File: config.mk
export PLATFORM = sky130hd
export DESIGN_NAME = tocfd_top
export DESIGN_NICKNAME = d
export VERILOG_FILES = /design/src/verilog/tocfd_pkg.sv /design/src/verilog/tocfd_strm_if.sv /design/src/verilog/tocfd_fifo.sv /design/src/verilog/tocfd_top.sv
export SDC_FILE = /design/constraint.sdc
export NUM_CORES = 2
export LEC_CHECK = 0
export BUFFER_PORTS_ARGS = -buffer_cell sky130_fd_sc_hd__buf_4
export CAP_MARGIN = 20
export CORE_ASPECT_RATIO = 1.1
export CORE_MARGIN = 4
export CORE_UTILIZATION = 35
export CTS_CLUSTER_SIZE = 16
export DETAILED_ROUTE_END_ITERATION = 8
export SYNTH_ARGS = -nofsm -noshare
export SYNTH_HDL_FRONTEND = slang
export SYNTH_SLANG_ARGS = --single-unit
export TNS_END_PERCENT = 5
File: constraint.sdc
create_clock -name core_clk -period 25.4 [get_ports core_clk]
set_clock_uncertainty 0.1 [all_clocks]
set_input_delay 2.54 -clock core_clk [delete_from_list [all_inputs] [get_ports core_clk]]
set_output_delay 2.54 -clock core_clk [all_outputs]
set_load 0.005 [all_outputs]
File: src/verilog/tocfd_pkg.sv
// Shared constants for the time output configuration decoder.
// Assumes a single 250 MHz core clock and an APB register bus.
`default_nettype none
package tocfd_pkg;
	localparam int CLK_HZ = 250000000;
	localparam int BAUD_MIN = 300;
	localparam int IRIG_B_HZ = 1000;
	localparam int IRIG_E_HZ = 100;
	localparam int BAUD300_DIV = CLK_HZ / BAUD_MIN;
	localparam int IRIG_B_DIV = CLK_HZ / IRIG_B_HZ;
	localparam int IRIG_E_DIV = CLK_HZ / IRIG_E_HZ;
	localparam int FIFO_DEPTH = 32;

	localparam logic [7:0] ADDR_CFG = 8'h00;
	localparam logic [7:0] ADDR_ZONE = 8'h04;
	localparam logic [7:0] ADDR_DELAY = 8'h08;
	localparam logic [7:0] ADDR_FMT = 8'h0C;
	localparam logic [7:0] ADDR_STAT = 8'h10;

	localparam int CFG_H12_BIT = 0;
	localparam int CFG_DST_BIT = 1;
	localparam int CFG_AM_BIT = 2;
	localparam int FMT_DATA_LSB = 0;
	localparam int FMT_BAUD_LSB = 4;
	localparam int FMT_IRIG_LSB = 8;
	localparam int STAT_OVF_BIT = 4;

	localparam logic [2:0] CFG_RST = 3'h4;
	localparam logic [7:0] ZONE_RST = 8'h00;
	localparam logic [11:0] DELAY_RST = 12'h000;
	localparam logic [2:0] DSEL_RST = 3'h0;
	localparam logic [2:0] BSEL_RST = 3'h0;
	localparam logic [1:0] ISEL_RST = 2'h0;
	localparam logic [2:0] DSEL_MAX = 3'h5;
	localparam logic [2:0] BSEL_MAX = 3'h5;

	localparam logic [9:0] MS_PER_SEC = 10'h3E8;
	localparam logic [5:0] HOUR_DAY = 6'h18;
	localparam logic [5:0] HOUR_2DAY = 6'h30;
	localparam logic [4:0] ZONE_MAX = 5'h17;
	localparam logic [4:0] DST_HOUR = 5'h02;
	localparam logic [8:0] DAYS_YEAR = 9'h16D;
	localparam logic [8:0] DAYS_LEAP = 9'h16E;
	localparam logic [6:0] YEAR_MAX = 7'h63;
	localparam logic [2:0] WDAY_MAX = 3'h6;
	localparam logic [8:0] CUM_DAYS [0:11] = '{9'h000, 9'h01F, 9'h03B, 9'h05A, 9'h078,
		9'h097, 9'h0B5, 9'h0D4, 9'h0F3, 9'h111, 9'h130, 9'h14E};

	typedef struct packed {
		logic sync;
		logic dst;
		logic leap_sec;
		logic [6:0] year;
		logic [8:0] doy;
		logic [3:0] month;
		logic [4:0] mday;
		logic [2:0] wday;
		logic [4:0] hour;
		logic [5:0] min;
		logic [5:0] sec;
		logic [4:0] utc_hour;
		logic [9:0] ms;
		logic [4:0] zone;
	} tocfd_rec_s;
	localparam int REC_W = $bits(tocfd_rec_s);
endpackage
`default_nettype wire

File: src/verilog/tocfd_strm_if.sv
// Valid/ready stream carrier between the decoder and its record FIFO.
// Assumes both ends share the core clock.
`timescale 1ns/10ps
`default_nettype none
interface tocfd_strm_if #(parameter int W = 8);
	logic [W-1:0] data;
	logic valid;
	logic ready;
	modport src (output data, output valid, input ready);
	modport snk (input data, input valid, output ready);
endinterface
`default_nettype wire

File: src/verilog/tocfd_fifo.sv
// Record FIFO with a registered output stage.
// Assumes one clock; the drain side may hold ready low for any time.
`timescale 1ns/10ps
`default_nettype none
module tocfd_fifo #(
	parameter int W = 8,
	parameter int DEPTH = 32
) (
	input wire logic core_clk,
	input wire logic rst_b,
	tocfd_strm_if.snk wr,
	tocfd_strm_if.src rd,
	output logic full,
	output logic empty
);
	localparam int AW = $clog2(DEPTH);
	logic [W-1:0] mem [0:DEPTH-1];
	logic [AW:0] wptr_ff;
	logic [AW:0] rptr_ff;
	logic [W-1:0] out_data_ff;
	logic out_valid_ff;
	wire [AW:0] level = wptr_ff - rptr_ff;
	wire push = wr.valid & ~full;
	wire load = ~empty & (~out_valid_ff | rd.ready);

	assign full = (level == (AW+1)'(DEPTH));
	assign empty = (level == '0);
	assign wr.ready = ~full;
	assign rd.data = out_data_ff;
	assign rd.valid = out_valid_ff;

	always_ff @(posedge core_clk)
	begin
		if (push)
			mem[wptr_ff[AW-1:0]] <= wr.data;
		if (load)
			out_data_ff <= mem[rptr_ff[AW-1:0]];
	end

	always_ff @(posedge core_clk)
	begin
		if (!rst_b)
		begin
			wptr_ff <= '0;
			rptr_ff <= '0;
			out_valid_ff <= 1'b0;
		end
		else
		begin
			wptr_ff <= wptr_ff + (AW+1)'(push);
			rptr_ff <= rptr_ff + (AW+1)'(load);
			out_valid_ff <= load | (out_valid_ff & ~rd.ready);
		end
	end
endmodule
`default_nettype wire

File: src/verilog/tocfd_top.sv
// Applies configuration switches to the time outputs of the clock.
// Assumes time and status inputs come from logic on core_clk.
`timescale 1ns/10ps
`default_nettype none
module tocfd_top #(
	parameter int BAUD300_DIV = tocfd_pkg::BAUD300_DIV,
	parameter int IRIG_B_DIV = tocfd_pkg::IRIG_B_DIV,
	parameter int IRIG_E_DIV = tocfd_pkg::IRIG_E_DIV
) (
	input wire logic core_clk,
	input wire logic rst_b,
	input wire logic [7:0] paddr,
	input wire logic psel,
	input wire logic penable,
	input wire logic pwrite,
	input wire logic [31:0] pwdata,
	output logic [31:0] prdata,
	output logic pready,
	output logic pslverr,
	input wire logic utc_valid,
	input wire logic [6:0] utc_year,
	input wire logic [8:0] utc_doy,
	input wire logic [2:0] utc_wday,
	input wire logic [4:0] utc_hour,
	input wire logic [5:0] utc_min,
	input wire logic [5:0] utc_sec,
	input wire logic [9:0] utc_ms,
	input wire logic ms_tick,
	input wire logic sync_in,
	input wire logic dst_season,
	input wire logic leap_pending,
	output logic ontime_pulse,
	output logic [4:0] disp_hour,
	output logic disp_pm,
	output logic [1:0] serial_fmt,
	output logic remote_fmt,
	output logic baud_tick,
	output logic irig_tick,
	output logic irig_code_e,
	output logic irig_mod_en,
	output logic irig_am_mode,
	output logic [tocfd_pkg::REC_W-1:0] rec_data,
	output logic rec_valid,
	input wire logic rec_ready
);
	logic [31:0] prdata_ff;
	logic pready_ff;
	logic pslverr_ff;
	logic [2:0] cfg_ff;
	logic [7:0] zone_ff;
	logic [11:0] delay_ff;
	logic [2:0] dsel_ff;
	logic [2:0] bsel_ff;
	logic [1:0] isel_ff;
	logic ovf_ff;
	logic dst_ff;
	logic ontime_ff;
	logic [4:0] disp_hour_ff;
	logic disp_pm_ff;
	logic [1:0] serial_fmt_ff;
	logic remote_fmt_ff;
	logic [19:0] baud_cnt_ff;
	logic baud_tick_ff;
	logic [21:0] irig_cnt_ff;
	logic irig_tick_ff;
	logic irig_e_ff;
	logic irig_mod_ff;
	logic irig_am_ff;
	tocfd_pkg::tocfd_rec_s rec_ff;
	logic rec_pend_ff;
	logic fifo_full;
	logic fifo_empty;

	tocfd_strm_if #(.W(tocfd_pkg::REC_W)) push_if ();
	tocfd_strm_if #(.W(tocfd_pkg::REC_W)) pop_if ();

	// Register bus decode; one wait-free access cycle after setup
	wire apb_setup = psel & ~penable;
	wire apb_acc = psel & penable & pready_ff;
	wire apb_wr = apb_acc & pwrite;
	wire hit_cfg = (paddr == tocfd_pkg::ADDR_CFG);
	wire hit_zone = (paddr == tocfd_pkg::ADDR_ZONE);
	wire hit_delay = (paddr == tocfd_pkg::ADDR_DELAY);
	wire hit_fmt = (paddr == tocfd_pkg::ADDR_FMT);
	wire hit_stat = (paddr == tocfd_pkg::ADDR_STAT);
	wire hit_any = hit_cfg | hit_zone | hit_delay | hit_fmt | hit_stat;
	wire [31:0] rd_fmt = {22'h0, isel_ff, 1'b0, bsel_ff, 1'b0, dsel_ff};
	wire [31:0] rd_stat = {27'h0, ovf_ff, fifo_empty, fifo_full, dst_ff, sync_in};
	wire [31:0] rd_mux = hit_cfg ? {29'h0, cfg_ff} :
		hit_zone ? {24'h0, zone_ff} :
		hit_delay ? {20'h0, delay_ff} :
		hit_fmt ? rd_fmt :
		hit_stat ? rd_stat : 32'h0;

	wire cfg_h12 = cfg_ff[tocfd_pkg::CFG_H12_BIT];
	wire cfg_dst = cfg_ff[tocfd_pkg::CFG_DST_BIT];
	wire cfg_am = cfg_ff[tocfd_pkg::CFG_AM_BIT];

	// Zone digits to hours; a 7-bit sum above 23 is clamped, sums past 127 wrap first
	wire [6:0] zone_raw = {3'h0, zone_ff[7:4]} * 7'h0A + {3'h0, zone_ff[3:0]};
	wire [4:0] zone_hr = (zone_raw > {2'h0, tocfd_pkg::ZONE_MAX}) ? tocfd_pkg::ZONE_MAX :
		zone_raw[4:0];

	// Hour biased by one day so the subtraction never goes negative
	wire [5:0] h_add = {1'b0, utc_hour} + tocfd_pkg::HOUR_DAY + {5'h0, dst_ff}
		- {1'b0, zone_hr};
	wire day_back = (h_add < tocfd_pkg::HOUR_DAY);
	wire day_fwd = (h_add >= tocfd_pkg::HOUR_2DAY);
	wire [5:0] h_fwd = h_add - tocfd_pkg::HOUR_2DAY;
	wire [5:0] h_mid = h_add - tocfd_pkg::HOUR_DAY;
	wire [4:0] loc_hour = day_back ? h_add[4:0] : day_fwd ? h_fwd[4:0] : h_mid[4:0];

	// Two-digit year, leap every fourth year within one century
	wire [6:0] y_prev = (utc_year == 7'h00) ? tocfd_pkg::YEAR_MAX : utc_year - 7'h01;
	wire [6:0] y_next = (utc_year == tocfd_pkg::YEAR_MAX) ? 7'h00 : utc_year + 7'h01;
	wire [8:0] days_cur = (utc_year[1:0] == 2'h0) ? tocfd_pkg::DAYS_LEAP : tocfd_pkg::DAYS_YEAR;
	wire [8:0] days_prev = (y_prev[1:0] == 2'h0) ? tocfd_pkg::DAYS_LEAP : tocfd_pkg::DAYS_YEAR;
	wire first_day = (utc_doy == 9'h001);
	wire last_day = (utc_doy == days_cur);
	wire [8:0] doy_back = first_day ? days_prev : utc_doy - 9'h001;
	wire [8:0] doy_fwd = last_day ? 9'h001 : utc_doy + 9'h001;
	wire [8:0] loc_doy = day_back ? doy_back : day_fwd ? doy_fwd : utc_doy;
	wire [6:0] loc_year = (day_back & first_day) ? y_prev : (day_fwd & last_day) ? y_next :
		utc_year;
	wire [2:0] wd_back = (utc_wday == 3'h0) ? tocfd_pkg::WDAY_MAX : utc_wday - 3'h1;
	wire [2:0] wd_fwd = (utc_wday == tocfd_pkg::WDAY_MAX) ? 3'h0 : utc_wday + 3'h1;
	wire [2:0] loc_wday = day_back ? wd_back : day_fwd ? wd_fwd : utc_wday;
	wire [8:0] loc_md = doy_to_md(loc_doy, loc_year[1:0] == 2'h0);

	function automatic logic [8:0] doy_to_md(input logic [8:0] doy, input logic leap);
		logic [8:0] st;
		logic [3:0] mon;
		logic [8:0] day;
		mon = 4'h1;
		day = doy;
		for (int m = 0; m < 12; m++)
		begin
			st = tocfd_pkg::CUM_DAYS[m] + {8'h0, leap & (m >= 2)};
			if (doy > st)
			begin
				mon = 4'(m + 1);
				day = doy - st;
			end
		end
		return {mon, day[4:0]};
	endfunction

	// Next record; one per received second
	tocfd_pkg::tocfd_rec_s nxt_rec;
	always_comb
	begin
		nxt_rec.sync = sync_in;
		nxt_rec.dst = dst_ff;
		nxt_rec.leap_sec = leap_pending;
		nxt_rec.year = loc_year;
		nxt_rec.doy = loc_doy;
		nxt_rec.month = loc_md[8:5];
		nxt_rec.mday = loc_md[4:0];
		nxt_rec.wday = loc_wday;
		nxt_rec.hour = loc_hour;
		nxt_rec.min = utc_min;
		nxt_rec.sec = utc_sec;
		nxt_rec.utc_hour = utc_hour;
		nxt_rec.ms = utc_ms;
		nxt_rec.zone = zone_hr;
	end

	// A record waiting on a full FIFO stalls; a newer one then drops
	wire rec_drop = utc_valid & rec_pend_ff & ~push_if.ready;
	wire rec_load = utc_valid & ~rec_drop;
	wire nxt_pend = rec_load | (rec_pend_ff & ~push_if.ready);
	wire ovf_clr = apb_wr & hit_stat & pwdata[tocfd_pkg::STAT_OVF_BIT];
	wire nxt_ovf = rec_drop | (ovf_ff & ~ovf_clr);
	assign push_if.data = rec_ff;
	assign push_if.valid = rec_pend_ff;

	// Seasonal change only at local 2:00:00, and off means standard time
	wire at_two = (loc_hour == tocfd_pkg::DST_HOUR) & (utc_min == 6'h00) & (utc_sec == 6'h00);
	wire nxt_dst = ~cfg_dst ? 1'b0 : (utc_valid & at_two) ? dst_season : dst_ff;

	wire [4:0] h12_val = (loc_hour == 5'h00) ? 5'h0C : (loc_hour > 5'h0C) ? loc_hour - 5'h0C :
		loc_hour;
	wire [4:0] nxt_disp = cfg_h12 ? h12_val : loc_hour;
	wire nxt_pm = cfg_h12 & (loc_hour >= 5'h0C);

	// Delay digits in whole milliseconds
	wire [9:0] delay_ms = {6'h0, delay_ff[11:8]} * 10'h064 + {6'h0, delay_ff[7:4]} * 10'h00A
		+ {6'h0, delay_ff[3:0]};
	wire [9:0] ontime_at = (delay_ms == 10'h000) ? 10'h000 : tocfd_pkg::MS_PER_SEC - delay_ms;
	wire nxt_ontime = ms_tick & (utc_ms == ontime_at);

	wire [2:0] dsel = (dsel_ff > tocfd_pkg::DSEL_MAX) ? 3'h0 : dsel_ff;
	wire [1:0] nxt_sfmt = (dsel >= 3'h3) ? 2'(dsel - 3'h3) : dsel[1:0];
	wire [2:0] bsel = (bsel_ff > tocfd_pkg::BSEL_MAX) ? 3'h0 : bsel_ff;
	wire [19:0] baud_lim = 20'(BAUD300_DIV >> bsel) - 20'h00001;
	wire baud_wrap = (baud_cnt_ff >= baud_lim);
	wire irig_e = isel_ff[1];
	wire irig_sig = isel_ff[0];
	wire [21:0] irig_lim = irig_e ? 22'(IRIG_E_DIV - 1) : 22'(IRIG_B_DIV - 1);
	wire irig_wrap = (irig_cnt_ff >= irig_lim);

	always_ff @(posedge core_clk)
	begin
		if (!rst_b)
		begin
			prdata_ff <= 32'h0;
			pready_ff <= 1'b0;
			pslverr_ff <= 1'b0;
		end
		else
		begin
			pready_ff <= apb_setup;
			pslverr_ff <= apb_setup & ~hit_any;
			if (apb_setup)
				prdata_ff <= pwrite ? 32'h0 : rd_mux;
		end
	end

	always_ff @(posedge core_clk)
	begin
		if (!rst_b)
		begin
			cfg_ff <= tocfd_pkg::CFG_RST;
			zone_ff <= tocfd_pkg::ZONE_RST;
			delay_ff <= tocfd_pkg::DELAY_RST;
			dsel_ff <= tocfd_pkg::DSEL_RST;
			bsel_ff <= tocfd_pkg::BSEL_RST;
			isel_ff <= tocfd_pkg::ISEL_RST;
		end
		else if (apb_wr)
		begin
			if (hit_cfg)
				cfg_ff <= pwdata[2:0];
			if (hit_zone)
				zone_ff <= pwdata[7:0];
			if (hit_delay)
				delay_ff <= pwdata[11:0];
			if (hit_fmt)
			begin
				dsel_ff <= pwdata[tocfd_pkg::FMT_DATA_LSB +: 3];
				bsel_ff <= pwdata[tocfd_pkg::FMT_BAUD_LSB +: 3];
				isel_ff <= pwdata[tocfd_pkg::FMT_IRIG_LSB +: 2];
			end
		end
	end

	always_ff @(posedge core_clk)
	begin
		if (!rst_b)
		begin
			rec_ff <= '0;
			rec_pend_ff <= 1'b0;
			ovf_ff <= 1'b0;
			dst_ff <= 1'b0;
			disp_hour_ff <= 5'h00;
			disp_pm_ff <= 1'b0;
		end
		else
		begin
			rec_pend_ff <= nxt_pend;
			ovf_ff <= nxt_ovf;
			dst_ff <= nxt_dst;
			if (rec_load)
			begin
				rec_ff <= nxt_rec;
				disp_hour_ff <= nxt_disp;
				disp_pm_ff <= nxt_pm;
			end
		end
	end

	always_ff @(posedge core_clk)
	begin
		if (!rst_b)
		begin
			ontime_ff <= 1'b0;
			serial_fmt_ff <= 2'h0;
			remote_fmt_ff <= 1'b0;
			baud_cnt_ff <= 20'h0;
			baud_tick_ff <= 1'b0;
			irig_cnt_ff <= 22'h0;
			irig_tick_ff <= 1'b0;
			irig_e_ff <= 1'b0;
			irig_mod_ff <= 1'b0;
			// Matches the switch reset so the output agrees with it out of reset and follows it one cycle late
			irig_am_ff <= tocfd_pkg::CFG_RST[tocfd_pkg::CFG_AM_BIT];
		end
		else
		begin
			ontime_ff <= nxt_ontime;
			serial_fmt_ff <= nxt_sfmt;
			remote_fmt_ff <= dsel[0];
			baud_cnt_ff <= baud_wrap ? 20'h0 : baud_cnt_ff + 20'h1;
			baud_tick_ff <= baud_wrap;
			irig_cnt_ff <= irig_wrap ? 22'h0 : irig_cnt_ff + 22'h1;
			irig_tick_ff <= irig_wrap;
			irig_e_ff <= irig_e;
			irig_mod_ff <= ~(irig_sig & ~sync_in);
			irig_am_ff <= cfg_am;
		end
	end

	tocfd_fifo #(.W(tocfd_pkg::REC_W), .DEPTH(tocfd_pkg::FIFO_DEPTH)) u_fifo (
		.core_clk(core_clk),
		.rst_b(rst_b),
		.wr(push_if),
		.rd(pop_if),
		.full(fifo_full),
		.empty(fifo_empty)
	);

	assign pop_if.ready = rec_ready;
	assign rec_data = pop_if.data;
	assign rec_valid = pop_if.valid;
	assign prdata = prdata_ff;
	assign pready = pready_ff;
	assign pslverr = pslverr_ff;
	assign ontime_pulse = ontime_ff;
	assign disp_hour = disp_hour_ff;
	assign disp_pm = disp_pm_ff;
	assign serial_fmt = serial_fmt_ff;
	assign remote_fmt = remote_fmt_ff;
	assign baud_tick = baud_tick_ff;
	assign irig_tick = irig_tick_ff;
	assign irig_code_e = irig_e_ff;
	assign irig_mod_en = irig_mod_ff;
	assign irig_am_mode = irig_am_ff;
endmodule
`default_nettype wire
Word level (Yosys, flattened, before mapping)
Memory sizes are Yosys's and may differ from the RTL's. A register that Yosys moved wholly into a read port is not among the register bits.
Index checks and enable logic that the tools add are counted.
{"block": "word_totals", "input_bits": 97, "ram_bits": 2176, "n_memories": 1, "elab_cells": 237, "reg_bits": 206}
{"block": "op_classes", "n_addsub": 44, "bitwise_logic": 42, "n_eq_ne": 11, "reduce_logical": 18, "n_lt_le_gt_ge": 21, "mux": 55, "multipliers": 3, "n_shift": 1}
{"name": "u_fifo.mem", "depth": 32, "word_bits": 68, "rd": 1, "rd_clocked_by_memory_dff": 1, "write_ports": 1, "line_no": "tocfd_fifo.sv:17", "text": "logic [W-1:0] mem [0:DEPTH-1];"}
{"op": "$mux W5", "n": 18}
{"op": "$gt A9 B9 Y1", "n": 7}
{"op": "$sub A5 B5 Y5", "n": 10}
{"op": "$mux W12", "n": 4}
{"op": "$add A8 B1 Y9 const A", "n": 4}
{"op": "$mux W9", "n": 4}
{"op": "$mux W3", "n": 10}
{"op": "$mux W7", "n": 4}
{"op": "$add A9 B1 Y9 const A", "n": 3}
{"op": "$and A1 B1 Y1", "n": 23}
{"op": "$add A22 B1 Y22 const B", "n": 1}
{"op": "$ge A22 B22 Y1", "n": 1}
{"op": "$mux W22", "n": 1}
{"op": "$add A20 B1 Y20 const B", "n": 1}
{"op": "$ge A20 B20 Y1", "n": 1}
{"op": "$mux W10", "n": 2}
{"op": "$mux W4", "n": 5}
{"op": "$shr A20 B3 Y20 const A", "n": 1}
{"op": "$sub A20 B1 Y20 const B", "n": 1}
{"op": "$add A6 B1 Y6", "n": 3}
{"op": "$gt A9 B8 Y1", "n": 2}
{"op": "$logic_not A6 Y1", "n": 3}
{"op": "$add A7 B1 Y8 const A", "n": 2}
{"op": "$eq A8 B4 Y1 const B", "n": 2}
{"op": "other kinds (50)", "n": 82}

Logic depth before layout (Yosys ltp)
{"block": "depth", "word_depth": 22, "mapped_depth": 41}

By module
A second synthesis with hierarchy kept.
{"block": "unflattened", "cells_unflattened": 5707, "hier_area_um2": 97469.7}
{"module": "tocfd_fifo", "instances": 1, "cells_each": 4140, "seq_area_each_um2": 67644.9, "area_per_inst_um2": 85438.2}
{"module": "tocfd_top", "instances": 1, "cells_each": 1567, "seq_area_each_um2": 3463.3, "area_per_inst_um2": 12031.5}

Least setup slack after synthesis
OpenSTA, ideal clock, no wires.
{"block": "synth_timing", "kind": "input to register", "startpoint": "input port utc_hour[1]", "endpoint": "register rec_ff, in the netlist push_if.data[42]", "setup_ps": 117, "path_stages": 27, "arrival_ps": 8132, "path_slack_ps": 17052, "n_path_buf": 3, "path_cell_list": "ha_1 inv_1 fa_1 nand2b_1 a21oi_1 xor2_1 ha_1 and3_4 or3_1 buf_2 and3_1 clkbuf_1 a31oi_1 a21oi_1 nor2_1 a221oi_1 nand2_1 ha_1 clkbuf_1 a22oi_1 a211o_1 o21ai_1 nor2_1 a221oi_2 o22ai_1 a2111o_1 a22o_1"}
{"block": "synth_via", "elab_chain_len": 20}
{"element": "from (decl)", "line_no": "tocfd_top.sv:24", "text": "input wire logic [4:0] utc_hour,"}
{"element": "$add A5 B5 Y6 (*)", "line_no": "tocfd_top.sv:105", "text": "wire [5:0] h_add = {1'b0, utc_hour} + tocfd_pkg::HOUR_DAY + {5'h0, dst_ff}"}
{"element": "$add A6 B1 Y6 (*)", "line_no": "tocfd_top.sv:105"}
{"element": "$sub A6 B5 Y6 (*)", "line_no": "tocfd_top.sv:106", "text": "- {1'b0, zone_hr};"}
{"element": "$ge A6 B6 Y1", "line_no": "tocfd_top.sv:108", "text": "wire day_fwd = (h_add >= tocfd_pkg::HOUR_2DAY);"}
{"element": "$and A1 B1 Y1", "line_no": "tocfd_top.sv:123", "text": "wire [6:0] loc_year = (day_back & first_day) ? y_prev : (day_fwd & last_day) ? y_next :"}
{"element": "$mux W7 (2 in series)", "line_no": "tocfd_top.sv:123"}
{"element": "$logic_not A2 Y1", "line_no": "tocfd_top.sv:128", "text": "wire [8:0] loc_md = doy_to_md(loc_doy, loc_year[1:0] == 2'h0);"}
{"element": "$add A6 B1 Y7", "line_no": "tocfd_top.sv:138", "text": "st = tocfd_pkg::CUM_DAYS[m] + {8'h0, leap & (m >= 2)};"}
{"element": "$gt A9 B7 Y1 / $sub A5 B5 Y5 (equally long branches)", "line_no": "tocfd_top.sv:139, tocfd_top.sv:142"}
{"element": "$mux W5 (9 in series)", "line_no": "tocfd_top.sv:139", "text": "if (doy > st)"}
{"element": "$mux W5 (*)", "line_no": "tocfd_top.sv:139"}
{"element": "to (signal assigned)", "line_no": "tocfd_top.sv:265", "text": "rec_ff <= nxt_rec;"}
{"element": "to (decl)", "line_no": "tocfd_top.sv:69", "text": "tocfd_pkg::tocfd_rec_s rec_ff;"}
Mark *: on every way between the ends. The rest lies on a longest branch, timed or not.
A chain may end at the register's enable or synchronous reset.

Worst setup path in the final report
{"block": "layout_timing", "startpoint": "register zone_ff[5]", "endpoint": "register rec_ff, in the netlist push_if.data[43]"}
{"block": "layout_via", "elab_chain_len": 22}
{"element": "from (decl)", "line_no": "tocfd_top.sv:50", "text": "logic [7:0] zone_ff;"}
{"element": "from (signal assigned)", "line_no": "tocfd_top.sv:224", "text": "zone_ff <= tocfd_pkg::ZONE_RST;"}
{"element": "from (signal assigned)", "line_no": "tocfd_top.sv:235", "text": "zone_ff <= pwdata[7:0];"}
{"element": "$mul A4 B3 Y6 (*)", "line_no": "tocfd_top.sv:100", "text": "wire [6:0] zone_raw = {3'h0, zone_ff[7:4]} * 7'h0A + {3'h0, zone_ff[3:0]};"}
{"element": "$add A7 B4 Y7 (*)", "line_no": "tocfd_top.sv:100"}
{"element": "$gt A7 B5 Y1 (*)", "line_no": "tocfd_top.sv:101", "text": "wire [4:0] zone_hr = (zone_raw > {2'h0, tocfd_pkg::ZONE_MAX}) ? tocfd_pkg::ZONE_MAX :"}
{"element": "$mux W5 (*)", "line_no": "tocfd_top.sv:101"}
{"element": "via zone_hr[0]", "line_no": "tocfd_top.sv:101"}
{"element": "$sub A6 B5 Y6 (*)", "line_no": "tocfd_top.sv:106"}
{"element": "$ge A6 B6 Y1", "line_no": "tocfd_top.sv:108"}
{"element": "$and A1 B1 Y1", "line_no": "tocfd_top.sv:123"}
{"element": "$mux W7 (2 in series)", "line_no": "tocfd_top.sv:123"}
{"element": "$logic_not A2 Y1", "line_no": "tocfd_top.sv:128"}
{"element": "$add A6 B1 Y7", "line_no": "tocfd_top.sv:138"}
{"element": "$gt A9 B7 Y1 / $sub A5 B5 Y5 (equally long branches)", "line_no": "tocfd_top.sv:139, tocfd_top.sv:142"}
{"element": "$mux W5 (9 in series)", "line_no": "tocfd_top.sv:139"}
{"element": "$mux W5 (*)", "line_no": "tocfd_top.sv:139"}
The timed path passes the listed nets; every way through them passes the cells marked *.

==> key figures <==
Status
  • Result of the run: completed

Floorplan
  • Starting Density: 0.352
  • Die width: 510 um
  • Core Rows: 202
  • Core footprint: 0.275 mm2
  • I/O pin total: 215
  • Die outline area: 0.286 mm2
  • Vert. Die Dim: 560 um

Worst setup path
  • Data required time of the worst path: 26,030 ps
  • Critical Path Start Type: flop
  • Family with the most delay on the worst path: compound AO/OA/AOI/OAI gates
  • Critical Path AT: 10,850 ps
  • Maximum cell stage delay along the critical path: 980 ps
  • Crit path buffers/inverters: 4
  • Worst-path maximum fanout: 12
  • Cell with the largest stage delay on the worst path: a41oi_1
  • Start-to-end type of the worst setup path: flop to flop
  • Crit path top cell by count: ha_1
  • Crit path capture type: flop

Timing
  • Number of pins exceeding their max-slew limit in the final report: 0
  • Count of endpoints failing setup in the final report: 0
  • Share of the clock period used by the worst path: 0.403
  • Setup tns final: 0 ps
  • Worst Max-Slew Pin Slew: 1180 ps
  • Final hold violation count: 0
  • Post-route minimum period: 10,220 ps
  • Highest Clock Rate: 0.0978 GHz
  • RSZ-0062 raised after global routing: no
  • Remaining max-slew budget at the tightest pin: 0.202

Global routing
  • Number of global-route vias before repair: 50,336
  • Wire length of the first global-routing pass: 365,000 um
  • Largest net degree at the start of global routing: 145
  • Antenna violations before repair: 12
  • Total grt overflow: 0
  • Total routing resource utilization after global routing: 0.177

Yosys
  • Combinational family with the most area after synthesis: multiplexers
  • Synthesized area divided by synthesized cell count: 19.6 um2
  • Post-synthesis async set-or-reset flop share: 0
  • Synth Flop Type: edfxtp_1
  • Sequential share of the synthesized area: 0.733
  • Area of the mapped netlist: 0.0970 mm2
  • Compound-gate portion of the synthesized area: 0.0271
  • Flops & latches, synth: 2,430
  • Post-synth EDFFs: 2,244
  • Count of cell types in the netlist: 92
  • Share of the synthesized area in the top cell type: 0.695
  • Dominant cell by count in the synthesized netlist: edfxtp_1
  • Largest area contributor in the netlist: edfxtp_1
  • Multiplexer fraction of the synthesized cell area: 0.162
  • Top cells by instance count after synthesis: edfxtp_1 (2,244), mux4_2 (680), nand2_1 (397)
  • Xor/xnor share of the synthesized area: 0.00902
  • Simple-gate share of the synthesized area: 0.0383
  • Number of warning messages in the yosys log: 0
  • Arithmetic-cell share of the synthesized area counting full adders, half adders and majority gates: 0.0164
  • Cell types occupying the most area after synthesis: edfxtp_1 (69%), mux4_2 (16%), dfxtp_1 (3.8%), nand2_1 (1.5%), ha_1 (1.4%)
  • Instance count of the mapped netlist: 4,951

Placement
  • Number of cells in the design after placement: 8,657
  • HPWL after detailed placement: 135,000 um
  • Gpl congestion: 0.827
  • Number of buffer cells added on primary ports: 174

Layout
  • Fraction of layout cells with a size suffix above 1: 0.256
  • Post-route insts no fill: 9,114
  • Area overhead of the layout relative to synthesis: 14.9%
  • Layout Nets: 5,463

CTS
  • Post-CTS Setup Repair Bufs: 0
  • Later-pin clock latency in the skew report: 890 ps
  • Number of clock sinks: 2,430
  • Hold buffers post-CTS: 0
  • Bufs on Longest Clock Path: 4
  • Number of resized instances in the post-cts repair step: 0
  • CTS HTree Levels: 4
  • Clock tree from TritonCTS: done
  • CTS Root Cell: clkbuf_16
  • Clock-pin slew reported for the worst setup and hold paths after clock tree synthesis: 60 ps
  • CTS buffer count: 234

Route
  • First-iteration detailed-routing DRC count: 5,615
  • Total number of vias: 49,428
  • DRC violations left: 0
  • Antenna-violating nets left: 0
  • Average vias per placed instance: 5.42
  • WL per Instance: 28.2 um
  • Final wirelength: 257,000 um
  • Total iterations of the first detailed-routing run: 6

Hold path
  • Worst min-delay path category: flop to flop

Power
  • Total power consumption of the routed design: 10.3 mW
  • Maximum vdd drop: 77.9 uV
  • Leak Pwr: 36.1 nW
  • Cell area power density: 92.8 mW/mm2

Job
  • Count of max-cap constraint violations: 0
## per-stage QoR
stage	cell area (um2)	setup slack [ps]	utilization	hold WS [ps]
after floorplan	97000	17050	-	318
after global placement	103000	15300	0.374	332
after global routing	111000	14550	0.404	370
after detailed placement	103000	15340	0.374	344
after CTS	111000	15360	0.402	358
final	111000	15180	0.404	351
## cell type report
class / instances / area, um2
multi-input cells: 2201 / 24800
clock buffers: 309 / 6450
fillers: 24397 / 164000
repair buffers: 301 / 2810
well taps: 3672 / 4590
flip-flops and latches: 2430 / 71100
clock inverters: 122 / 1270
inverters: 77 / 315
diodes: 2 / 5.00
## layout by cell type (no fill, tap or decap), drive strengths merged, types with 6 or more instances in the layout
cell / n
edfxtp: 2244
mux4: 680
nand2: 397
clkbuf: 310
buf: 300
nor2: 232
dfxtp: 186
a21oi: 139
ha: 111
clkinv: 86
inv: 84
o21ai: 61
nand3: 53
xnor2: 50
xor2: 49
mux2i: 34
nor3: 31
bufinv: 22
nor2b: 22
nand4: 21
a22oi: 21
conb: 20
nand2b: 19
o31ai: 18
a21o: 17
a211oi: 17
a31oi: 15
and3: 14
o211ai: 13
nor4: 11
o21a: 10
fa: 10
and2: 9
or3: 8
or4: 8
o22ai: 7
clkinvlp: 7
a221oi: 6
## routing by layer
metal	vias up	track usage	share of wire
li1	20686	-	-
met4	0	0.0528	0.029
met2	2069	0.290	0.49
met1	26284	0.239	0.40
met5	-	0	0
met3	389	0.0346	0.081
## flip-flops by register name, summed over array words and instances, names as in the netlist, 5 cells and up
name and count:
baud_cnt_ff 20, delay_ff 12, disp_hour 5, irig_cnt_ff 22, prdata 12, push_if.data 68
u_fifo.mem 2176, u_fifo.rd.data 68, u_fifo.rptr_ff 6, u_fifo.wptr_ff 6, zone_ff 8
## cell families (layout without fill, tap and decap cells)
family          count (synthesis)  count (layout)
other cells                     1              22
xor+xnor                       99              99
simple gates                  851             851
compound gates                394             394
flops                        2430            2430
fa+ha+maj                     121             121
mux                           716             716
buf+inv                       339             809
## worst paths after layout
path,slack [ps],startpoint,end,cells past startpoint
worst max-delay path,15180,zone_ff[5],push_if.data[43],36
worst min-delay path,350,cfg_ff[1],dst_ff,2
worst max register to register,15180,zone_ff[5],push_if.data[43],36
worst min register to register,350,cfg_ff[1],dst_ff,2
## tightest hold or removal path, cell delays in order, from the launching register on
cell     delay [ps]
dfxtp_1         320
nand2_1          60
nor2_1           40
## power by group
group,leakage [nW],total [mW],switching [mW],internal (mW)
Combinational,10.1,2.11,1.04,1.07
Clock,3.77,3.51,1.50,2.01
Sequential,22.2,4.72,0.139,4.59
Total,36.1,10.3,2.68,7.66
Note: power is estimated with default switching activity, not from simulation.
